$ cat src/hdl/rss_pkg.sv
/*
 Package for the radio state sequencer: states, commands, timing figures
 and the carrier structs. Assumes a single system clock at CLK_HZ.
*/
package rss_pkg;
	localparam int CLK_HZ = 10_000_000;
	localparam int NS_PER_CYC = 1_000_000_000 / CLK_HZ;
	// Times as printed, in their own units
	localparam int T_POWERON_US = 500;
	localparam int T_SLEEP_WAKE_US = 1;
	localparam int T_DEEP_WAKE_US = 500;
	localparam int T_RESET_US = 1;
	localparam int T_TRX_TYP_US = 90;
	localparam int T_TRX_MAX_US = 200;
	localparam int T_REACT_NS = 200;
	localparam int T_PA_DELAY_US = 4;
	localparam int T_RAMPDOWN_US = 33;
	localparam int T_PLL_MIN_US = 10;
	localparam int T_PLL_MAX_US = 100;
	localparam int T_RX_FRAME_END_EVENT_MAX_US = 100;
	// Cycle counts: least times round up, longest round down
	localparam int CYC_POWERON = T_POWERON_US * (CLK_HZ / 1_000_000);
	localparam int CYC_SLEEP_WAKE = T_SLEEP_WAKE_US * (CLK_HZ / 1_000_000);
	localparam int CYC_DEEP_WAKE = T_DEEP_WAKE_US * (CLK_HZ / 1_000_000);
	localparam int CYC_RESET = T_RESET_US * (CLK_HZ / 1_000_000);
	localparam int CYC_TRX = T_TRX_TYP_US * (CLK_HZ / 1_000_000);
	localparam int CYC_REACT = T_REACT_NS / NS_PER_CYC;
	localparam int CYC_PA_DELAY = T_PA_DELAY_US * (CLK_HZ / 1_000_000);
	localparam int CYC_RAMPDOWN = T_RAMPDOWN_US * (CLK_HZ / 1_000_000) - 1;
	localparam int CYC_PLL = T_PLL_MIN_US * (CLK_HZ / 1_000_000);
	localparam int CYC_RX_FRAME_END_EVENT_MAX = T_RX_FRAME_END_EVENT_MAX_US * (CLK_HZ / 1_000_000);
	localparam int CNT_W = 13;
	localparam logic [2:0] CLOCK_OUT_PIN_OFF = 3'h0;
	localparam logic [2:0] CLOCK_OUT_PIN_RESET_SEL = 3'h1;
	localparam logic [1:0] PA_RAMP_RESET = 2'h3;

	typedef enum logic [2:0] {
		RSS_CMD_NOP, RSS_CMD_SLEEP, RSS_CMD_DEEP_SLEEP, RSS_CMD_IDLE,
		RSS_CMD_TXPREP, RSS_CMD_TX, RSS_CMD_RX
	} rss_cmd_e;

	typedef enum logic [3:0] {
		RSS_ST_POWERUP, RSS_ST_RESET, RSS_ST_SLEEP, RSS_ST_DEEP_SLEEP,
		RSS_ST_WAKING, RSS_ST_IDLE, RSS_ST_TO_TXPREP, RSS_ST_TO_RX,
		RSS_ST_TXPREP, RSS_ST_RX, RSS_ST_TX, RSS_ST_RAMPDOWN
	} rss_state_e;

	typedef struct packed {
		logic valid;
		rss_cmd_e cmd;
	} rss_cmd_s;

	typedef struct packed {
		logic wake;
		logic radio_ready;
		logic rx_frame_end;
		logic pa_ramp_start;
		logic pll_locked;
	} rss_event_s;
endpackage

$ cat src/hdl/rss_sequencer.sv
/*
 Radio state sequencer: operating states, transition timing, events and
 the clock output divider. Assumes commands arrive as one-cycle strobes
 issued at the last rising serial clock edge of the value byte, already
 on clk_sys. Frame-end and pin inputs are asynchronous and synchronised.
*/
`timescale 1ns/1ps
module rss_sequencer
	import rss_pkg::*;
#(
	parameter int POWERON_CYC = CYC_POWERON,
	parameter int DEEP_WAKE_CYC = CYC_DEEP_WAKE,
	parameter int REF_HZ = 26_000_000
) (
	input wire logic clk_sys,
	input wire logic sys_rst,
	input wire logic reset_pin_low,
	input wire rss_cmd_s cmd_in,
	input wire logic [2:0] clock_out_freq_select,
	input wire logic [1:0] pa_ramp_time_setting,
	input wire logic channel_change,
	input wire logic rx_frame_end_in,
	input wire logic tx_frame_end_in,
	output rss_state_e state,
	output rss_event_s events,
	output logic clock_out_pin
);
	if (POWERON_CYC < 1 || POWERON_CYC >= 2 ** CNT_W ||
	    DEEP_WAKE_CYC < 1 || DEEP_WAKE_CYC >= 2 ** CNT_W) begin : g_bad_wake
		$error("Wake counts out of counter range");
	end

	// Two-stage synchronisers for pin and async inputs
	logic [2:0] sync1;
	logic [2:0] sync2;
	logic [2:0] next_sync1;
	logic rst_pin_low_s;
	logic rx_frame_end_event_s;
	logic tx_frame_end_event_s;
	always_comb begin
		next_sync1 = {reset_pin_low, rx_frame_end_in, tx_frame_end_in};
	end
	always_ff @(posedge clk_sys) begin
		// Idle levels: pin high, frame ends low, so no false edge
		if (sys_rst) begin
			sync1 <= 3'h4;
			sync2 <= 3'h4;
		end else begin
			sync1 <= next_sync1;
			sync2 <= sync1;
		end
	end
	assign rst_pin_low_s = ~sync2[2];

	// Frame ends are edge-detected so a long level counts once
	logic rx_frame_end_event_d;
	logic tx_frame_end_event_d;
	logic next_rx_frame_end_event_d;
	logic next_tx_frame_end_event_d;
	always_comb begin
		next_rx_frame_end_event_d = sync2[1];
		next_tx_frame_end_event_d = sync2[0];
	end
	always_ff @(posedge clk_sys) begin
		if (sys_rst) begin
			rx_frame_end_event_d <= 1'b0;
			tx_frame_end_event_d <= 1'b0;
		end else begin
			rx_frame_end_event_d <= next_rx_frame_end_event_d;
			tx_frame_end_event_d <= next_tx_frame_end_event_d;
		end
	end
	assign rx_frame_end_event_s = sync2[1] & ~rx_frame_end_event_d;
	assign tx_frame_end_event_s = sync2[0] & ~tx_frame_end_event_d;

	// Main state machine
	rss_state_e next_state;
	logic [CNT_W-1:0] cnt;
	logic [CNT_W-1:0] next_cnt;
	logic [CNT_W-1:0] pa_cnt;
	logic [CNT_W-1:0] next_pa_cnt;
	logic [CNT_W-1:0] pll_cnt;
	logic [CNT_W-1:0] next_pll_cnt;
	rss_event_s next_events;
	logic is_cmd;
	rss_cmd_e cmd;
	assign is_cmd = cmd_in.valid;
	assign cmd = cmd_in.cmd;

	function automatic logic [CNT_W-1:0] cyc(input int n);
		cyc = n[CNT_W-1:0];
	endfunction

	always_comb begin
		next_state = state;
		next_cnt = (cnt != '0) ? cnt - 1'b1 : cnt;
		next_pa_cnt = (pa_cnt != '0) ? pa_cnt - 1'b1 : pa_cnt;
		next_pll_cnt = (pll_cnt != '0) ? pll_cnt - 1'b1 : pll_cnt;
		next_events = '0;
		if (rst_pin_low_s) begin
			next_state = RSS_ST_RESET;
			next_cnt = cyc(CYC_RESET);
		end else begin
			case (state)
			RSS_ST_POWERUP: begin
				if (cnt == '0) begin
					next_state = RSS_ST_IDLE;
					next_events.wake = 1'b1;
				end
			end
			RSS_ST_RESET: begin
				if (cnt == '0)
					next_state = RSS_ST_IDLE;
			end
			RSS_ST_SLEEP: begin
				if (is_cmd && cmd == RSS_CMD_IDLE) begin
					next_state = RSS_ST_WAKING;
					next_cnt = cyc(CYC_SLEEP_WAKE - 1);
				end
			end
			RSS_ST_DEEP_SLEEP: begin
				if (is_cmd && cmd == RSS_CMD_IDLE) begin
					next_state = RSS_ST_WAKING;
					next_cnt = cyc(DEEP_WAKE_CYC - 1);
				end
			end
			RSS_ST_WAKING: begin
				if (cnt == '0) begin
					next_state = RSS_ST_IDLE;
					next_events.wake = 1'b1;
				end
			end
			RSS_ST_IDLE: begin
				// timers load in the strobe cycle
				if (is_cmd) begin
					case (cmd)
					RSS_CMD_SLEEP: next_state = RSS_ST_SLEEP;
					RSS_CMD_DEEP_SLEEP: next_state = RSS_ST_DEEP_SLEEP;
					RSS_CMD_TXPREP: begin
						next_state = RSS_ST_TO_TXPREP;
						next_cnt = cyc(CYC_TRX - 1);
					end
					RSS_CMD_RX: begin
						next_state = RSS_ST_TO_RX;
						next_cnt = cyc(CYC_TRX - 1);
					end
					default: next_state = state;
					endcase
				end
			end
			RSS_ST_TO_TXPREP: begin
				if (cnt == '0) begin
					next_state = RSS_ST_TXPREP;
					next_events.radio_ready = 1'b1;
				end
			end
			RSS_ST_TO_RX: begin
				if (cnt == '0)
					next_state = RSS_ST_RX;
			end
			RSS_ST_TXPREP: begin
				if (channel_change)
					next_pll_cnt = cyc(CYC_PLL);
				else if (pll_cnt == 13'h0001)
					next_events.pll_locked = 1'b1;
				if (is_cmd) begin
					case (cmd)
					RSS_CMD_TX: begin
						next_state = RSS_ST_TX;
						next_pa_cnt = cyc(CYC_PA_DELAY);
					end
					RSS_CMD_RX: next_state = RSS_ST_RX;
					RSS_CMD_IDLE: next_state = RSS_ST_IDLE;
					default: next_state = state;
					endcase
				end
			end
			RSS_ST_RX: begin
				if (rx_frame_end_event_s) begin
					next_state = RSS_ST_TXPREP;
					next_events.rx_frame_end = 1'b1;
				end else if (is_cmd && cmd == RSS_CMD_TXPREP)
					next_state = RSS_ST_TXPREP;
				else if (is_cmd && cmd == RSS_CMD_IDLE)
					next_state = RSS_ST_IDLE;
			end
			RSS_ST_TX: begin
				if (pa_cnt == 13'h0001)
					next_events.pa_ramp_start = 1'b1;
				if (tx_frame_end_event_s)
					next_state = RSS_ST_TXPREP;
				else if (is_cmd && cmd == RSS_CMD_IDLE)
					next_state = RSS_ST_IDLE;
				else if (is_cmd && cmd == RSS_CMD_TXPREP) begin
					next_state = RSS_ST_RAMPDOWN;
					next_cnt = (pa_ramp_time_setting == PA_RAMP_RESET) ?
						cyc(CYC_RAMPDOWN - 1) : cyc(CYC_REACT);
				end
			end
			RSS_ST_RAMPDOWN: begin
				if (cnt == '0)
					next_state = RSS_ST_TXPREP;
			end
			default: next_state = RSS_ST_IDLE;
			endcase
		end
	end

	always_ff @(posedge clk_sys) begin
		if (sys_rst) begin
			state <= RSS_ST_POWERUP;
			cnt <= cyc(POWERON_CYC - 1);
			pa_cnt <= '0;
			pll_cnt <= '0;
			events <= '0;
		end else begin
			state <= next_state;
			cnt <= next_cnt;
			pa_cnt <= next_pa_cnt;
			pll_cnt <= next_pll_cnt;
			events <= next_events;
		end
	end

	// clock output divider
	// Limitation: rates model the reference at REF_HZ as a tick
	// accumulator; rates above half clk_sys are capped at half clk_sys.
	logic [31:0] acc;
	logic [31:0] next_acc;
	logic [31:0] step;
	logic next_clock_out_pin;
	logic clk_off;
	always_comb begin
		case (clock_out_freq_select)
		3'h1: step = 32'(REF_HZ);
		3'h2: step = 32'(32_000_000);
		3'h3: step = 32'(16_000_000);
		3'h4: step = 32'(8_000_000);
		3'h5: step = 32'(4_000_000);
		3'h6: step = 32'(2_000_000);
		3'h7: step = 32'(1_000_000);
		default: step = 32'h0;
		endcase
		clk_off = (clock_out_freq_select == CLOCK_OUT_PIN_OFF) ||
			(state == RSS_ST_SLEEP) || (state == RSS_ST_DEEP_SLEEP);
		next_acc = acc + (step << 1);
		next_clock_out_pin = clock_out_pin;
		if (clk_off) begin
			next_acc = '0;
			next_clock_out_pin = 1'b0;
		end else if ((step << 1) >= 32'(CLK_HZ)) begin
			// Too fast for clk_sys; keeps acc from growing and wrapping
			next_acc = '0;
			next_clock_out_pin = ~clock_out_pin;
		end else if (next_acc >= 32'(CLK_HZ)) begin
			next_acc = next_acc - 32'(CLK_HZ);
			next_clock_out_pin = ~clock_out_pin;
		end
	end
	always_ff @(posedge clk_sys) begin
		if (sys_rst) begin
			acc <= '0;
			clock_out_pin <= 1'b0;
		end else begin
			acc <= next_acc;
			clock_out_pin <= next_clock_out_pin;
		end
	end
endmodule

$ cat config.mk
export PLATFORM = sky130hd
export DESIGN_NAME = rss_sequencer
export DESIGN_NICKNAME = d
export VERILOG_FILES = /design/src/hdl/rss_pkg.sv /design/src/hdl/rss_sequencer.sv
export SDC_FILE = /design/constraint.sdc
export NUM_CORES = 1
export LEC_CHECK = 0
export BUFFER_PORTS_ARGS = -buffer_cell sky130_fd_sc_hd__buf_2
export CAP_MARGIN = 20
export CORE_ASPECT_RATIO = 1.4
export CORE_MARGIN = 8
export CORE_UTILIZATION = 30
export DETAILED_ROUTE_END_ITERATION = 10
export PLACE_DENSITY = 0.48
export SLEW_MARGIN = 30
export SYNTH_ARGS = -nofsm -noshare
export SYNTH_HDL_FRONTEND = slang
export SYNTH_SLANG_ARGS = --single-unit
$ cat constraint.sdc
create_clock -name clk_sys -period 4.4 [get_ports clk_sys]
set_clock_uncertainty 0.1 [all_clocks]
set_input_delay 0.44 -clock clk_sys [delete_from_list [all_inputs] [get_ports clk_sys]]
set_output_delay 0.44 -clock clk_sys [all_outputs]
set_load 0.02 [all_outputs]
Yosys cells after proc, flatten, opt, wreduce, memory -nomap -nowiden

Cells that the tools add are included.

Output and inout port bits: 10
Register bits: 89
Word-level logic and storage cells: 152
Bits of input ports: 15

Add/subtract/negate cells: 5
Equal/unequal tests: 47
Magnitude comparators: 2
Muxes and demuxes: 44
Bitwise gates (word level): 11
Reduce and logical (&&, ||, !) cells: 26

Operators with widths:

| operator                                                                 | number |
|---|---|
| 13-bit two-way mux                                                       | 18 |
| 25-bit one-hot mux with 7 select lines                                   | 1 |
| 32-bit by 24-bit >= comparator with 1-bit output (second input constant) | 2 |
| 13-bit one-hot mux with 4 select lines                                   | 1 |
| 4-bit two-way mux                                                        | 12 |
| 13-bit nonzero test                                                      | 3 |
| 13-bit by 1-bit subtractor with 13-bit output (second input constant)    | 3 |
| 32-bit adder                                                             | 1 |
| 32-bit two-way mux                                                       | 1 |
| 4-bit one-hot mux with 8 select lines                                    | 1 |
| 32-bit by 24-bit subtractor with 32-bit output (second input constant)   | 1 |
| 13-bit by 1-bit == test with 1-bit output (second input constant)        | 2 |
| 3-bit == test (second input constant)                                    | 7 |
| 10-bit AND reduction                                                     | 2 |
| 3-bit OR reduction                                                       | 6 |
| 4-bit by 3-bit == test with 1-bit output (second input constant)         | 4 |
| 4-bit == test (second input constant)                                    | 4 |
| 4-bit one-hot mux with 4 select lines                                    | 1 |
| 5-bit != test (second input constant)                                    | 3 |
| 13-bit logical NOT                                                       | 1 |
| 3-bit by 2-bit == test with 1-bit output (second input constant)         | 4 |
| 4-bit one-hot mux with 3 select lines                                    | 1 |
| 2-bit OR reduction                                                       | 6 |
| 9-bit two-way mux                                                        | 1 |
| 21 further kinds                                                         | 49 |

Logic depth before layout (Yosys ltp)

Depth after elaboration: 7
Depth in mapped cells: 18
Depth with buffers taken out: 14

Least setup slack after synthesis

OpenSTA, ideal clock, no wires.

Path kind: input -> register
Start: input port clock_out_freq_select[1]
End: register acc[31]
Buffers on the path: 3
Stages on the path: 16
Setup time: 0.072 ns
Required time: 4.228 ns
Arrival time: 4.153 ns
Path slack: 0.075 ns
Path through: buf_2 > buf_1 > nand2_1 > o21ai_0 > ha_1 > a211oi_2 > o21ba_2 > maj3_2 > nor2_2 > o311a_1 > a211oi_1 > nand4_2 > o211a_4 > buf_6 > a211oi_2 > mux2i_1

Word-level cells in the longest chain between the ends: 5
Elaborated cells on any way between the ends: 17
Classes of those cells: add/sub (2); order compare (2); eq/ne (7); mux (2); reduce/logical (4)

RTL lines:

| item                                                                                                               | RTL line                                   | text |
|---|---|---|
| from (decl)                                                                                                        | rss_sequencer.sv:19                        | `input wire logic [2:0] clock_out_freq_select,` |
| 3-bit == test, or another cell as far along                                                                        | rss_sequencer.sv:234                       | `case (clock_out_freq_select)` |
| 25-bit one-hot mux with 7 select lines                                                                             | rss_sequencer.sv:234                       |  |
| 32-bit adder                                                                                                       | rss_sequencer.sv:246                       | `next_acc = acc + (step << 1);` |
| 32-bit by 24-bit subtractor with 32-bit output or 32-bit by 24-bit >= comparator with 1-bit output (tied branches) | rss_sequencer.sv:256, rss_sequencer.sv:255 |  |
| 32-bit two-way mux                                                                                                 | rss_sequencer.sv:255                       | `end else if (next_acc >= 32'(CLK_HZ)) begin` |
| to (signal assigned)                                                                                               | rss_sequencer.sv:265                       | `acc <= next_acc;` |
| to (decl)                                                                                                          | rss_sequencer.sv:228                       | `logic [31:0] acc;` |

Several ways; a longest one is shown, not always the timed one.
A chain may end at the register's enable or synchronous reset.

Final worst setup path

Start: input port clock_out_freq_select[0]
End: register acc[29]

The elaborated chain is that of the path after synthesis.

==> flow_summary.yaml <==
final_layout:
  nFillCells: 2259
  design_area_sq_um: 7440
  layout.nets: 931
  synthToLayoutAreaGrowth_pct: 16.6
  multiInputGateArea_sq_um: 4450
  regArea_sq_um: 1640
  drive_gt1_share_pct: 17.4
  final_core_utilization_pct: 35.3
  n_antenna_cell: 0
flow_run:
  maxCapViolations: 0
grt:
  grt_usage_pct: 14.5
  grt_max_degree: 33
  grt_pass1_wl_um: 31100
  antenna_found_initial: 0
  grt.overflow.total: 0
  grt_pass1_vias: 6149
worst_setup_path:
  worstRegToRegCells: 14
  worstPathArrival_ns: 4.25
  r2r_end: "acc[16]$_SDFF_PP0_"
  cp-start-kind: "primary input"
  end_kind: "flip-flop"
  critPathRequiredTime_ns: 4.57
  r2r-start: "acc[7]$_SDFF_PP0_"
  critPathKind: "in -> reg"
  r2r_slack_ns: 0.56
  crit_fanout: 8
clock_tree:
  cts_tree: "yes"
  cts_setup_buffers: 0
  cts-htree-levels: 3
  clk_latency_ns: 0.34
  cts.clk_slew.worst_paths_ns: 0.07
  clockBufferDepth: 2
  root_buffer: "clkbuf_16"
  numCtsBuffers: 9
  cts_sinks: 82
sta:
  fin_tns_setup_ns: 0
  hold_ws_ns: 0.186
  setup_viol: 0
  fmax_ghz: 0.245
  timing.final.hold_violations: 0
  rsz0062_at_grt: "no"
  post-route-period-util_pct: 92.7
  max_slew_margin_pct: 42.4
  finalMaxSlewViolations: 0
  fin_crit_ns: 4.08
  worstMarginPinSlew_ns: 0.857
  fin_ws_ns: 0.319
yosys:
  synth.avg_cell_area_sq_um: 7.67
  synth_cell_type_count: 87
  synth_top_area_cell: "dfxtp_1"
  ys.warnings.count: 0
  ys_ff_latch: 82
  synth_edf_count: 0
  synth_top_area_share_pct: 25.7
  async_flop_share_pct: 0
  synthFlopType: "dfxtp_1"
  yosysSeqAreaShare_pct: 25.7
  synth_commonest_cells: "dfxtp_1 (82), nor2_1 (82), nand2_1 (80)"
  netlist_instances: 831
  synthTopCellsByArea: "dfxtp_1 (26%), ha_1 (5.3%), a21oi_1 (5.3%)"
  synth.cell_area_sq_um: 6380
  synth_fp_nets: 874
place:
  pre_cts_ws_ns: -0.0374
  place_congestion: 0.865
  dpl-instance-area_sq_um: 7150
  dp_hpwl_um: 14800
  io_buffers: 24
outcome:
  status: "complete, no violations"
floorplanning:
  pin_count: 25
  fp.coreArea_sq_um: 21000
  die_h_um: 189
  die-area_sq_um: 26200
  start_util_pct: 30.3
  die_w_um: 139
  fp-row-count: 63
detailed_routing:
  dr.first_iter.drc_count: 396
  viasPerCell: 5.35
  wl_per_cell_um: 16.2
  routed_wl_um: 18700
  ant_nets: 0
  dr.pass1.iters: 4
  post-route-drc-count: 0
  vias: 6163
worst_hold_path:
  holdPathStages: 2
  hold_start: "reset_pin_low"
  holdPathEnd: "sync1[2]$_SDFF_PP1_"
  hold_class: "in -> reg"
pwr:
  p_leak_nw: 3.07
  powerDensity_nw_per_um2: 700
  irDropWorstVdd_mv: 0.287
## flip-flops by register name (all words and copies together) (netlist names)
| register | cells |
|---|---|
| acc | 25 |
| cnt | 13 |
| pa_cnt | 13 |
| pll_cnt | 13 |
| events | 5 |
| state | 4 |
| sync1 | 3 |
| sync2 | 3 |
| clock_out_pin | 1 |
| rx_frame_end_event_d | 1 |
| tx_frame_end_event_d | 1 |
## logic make-up (layout without fill, tap and decap cells)
| family | Yosys count | after routing | synth area share [%] |
|---|---|---|---|
| AND/OR/NAND/NOR | 341 | 341 | 26.9 |
| flip-flops | 82 | 82 | 25.7 |
| AO/OA/AOI/OAI | 242 | 242 | 27.0 |
| adder cells (fa/ha/maj) | 30 | 30 | 5.96 |
| buffers and inverters | 71 | 133 | 4.71 |
| multiplexers | 21 | 21 | 3.32 |
| XOR/XNOR | 44 | 44 | 6.40 |
## layout by cell type (no fill, tap or decap), types with 7 or more instances in the layout
| cell type | Yosys | final |
|---|---|---|
| nor2_1 | 82 | 82 |
| dfxtp_1 | 82 | 82 |
| nand2_1 | 80 | 80 |
| a21oi_1 | 67 | 67 |
| buf_4 | 1 | 64 |
| o21ai_0 | 48 | 48 |
| nor3_1 | 29 | 29 |
| xnor2_1 | 28 | 28 |
| inv_1 | 27 | 27 |
| ha_1 | 27 | 27 |
| buf_2 | 12 | 24 |
| nand3_1 | 23 | 23 |
| nand2b_1 | 21 | 21 |
| mux2i_1 | 20 | 20 |
| nor2b_1 | 15 | 15 |
| or3_1 | 15 | 15 |
| xor2_1 | 13 | 13 |
| nor4_1 | 13 | 13 |
| a21o_1 | 12 | 12 |
| and3_1 | 13 | 12 |
| or2_2 | 11 | 11 |
| a211oi_1 | 10 | 9 |
| nand4_1 | 9 | 9 |
| clkbuf_16 | 0 | 9 |
| o211ai_1 | 8 | 8 |
| a211oi_2 | 6 | 7 |
## cell type report
class	instances	area share, %
multi-input cells	678	59.8
clock inverters	7	0.757
flip-flops and latches	82	22.1
clock buffers	9	3.03
inverters	27	1.36
well taps	260	4.37
repair buffers	90	8.61
## worst max-delay path, cell delays in order
cell and delay [ns]:
buf_2 0.14, buf_4 0.17, xnor2_1 0.29, o22ai_1 0.14, ha_1 0.40, inv_1 0.18, a2111oi_2 0.05, buf_4 0.17
o31ai_1 0.59, buf_4 0.23, and4b_1 0.18, a311oi_1 0.05, buf_4 0.18, o41ai_1 0.41, nand2_1 0.11, a211oi_1 0.30
mux2i_1 0.22
## through the flow
stage / cells / power [mW]
2_1_floorplan: 831 / 3.36
3_3_place_gp: 1137 / 4.47
3_5_place_dp: 1137 / 4.47
4_1_cts: 1153 / 5.23
5_1_grt: 1153 / 5.63
6_report: 1153 / 5.21
## worst max-delay path by stage
stage                             start            endpoint  cells past startpoint
3_5_place_dp   clock_out_freq_select[0]  acc[29]$_SDFF_PP0_                     15
6_report       clock_out_freq_select[0]  acc[29]$_SDFF_PP0_                     17
4_1_cts        clock_out_freq_select[0]  acc[29]$_SDFF_PP0_                     15
3_3_place_gp   clock_out_freq_select[0]  acc[29]$_SDFF_PP0_                     15
5_1_grt        clock_out_freq_select[1]  acc[29]$_SDFF_PP0_                     17
2_1_floorplan  clock_out_freq_select[1]  acc[31]$_SDFF_PP0_                     16
## report_power, final
part / leakage (nW) / internal [mW] / switching, mW / total (mW)
clock: 0.137 / 0.391 / 0.330 / 0.721
combinational: 2.26 / 1.51 / 1.87 / 3.38
sequential: 0.672 / 0.938 / 0.168 / 1.11
## layer usage
layer  global-route usage [%]  wire length, um  vias to the layer above
met5                        0                0                        -
met4                     7.96              779                        0
met3                     1.62              362                       37
met2                     25.8             9230                      103
met1                     16.7             8310                     2868
li1                         -                -                     3155
## repair_timing
item / in CTS / in global routing
setup endpoints to repair: 0 / 1
hold buffers: 0 / 0
gates resized for setup: 0 / 1
Power figures use the tool's default switching activity.
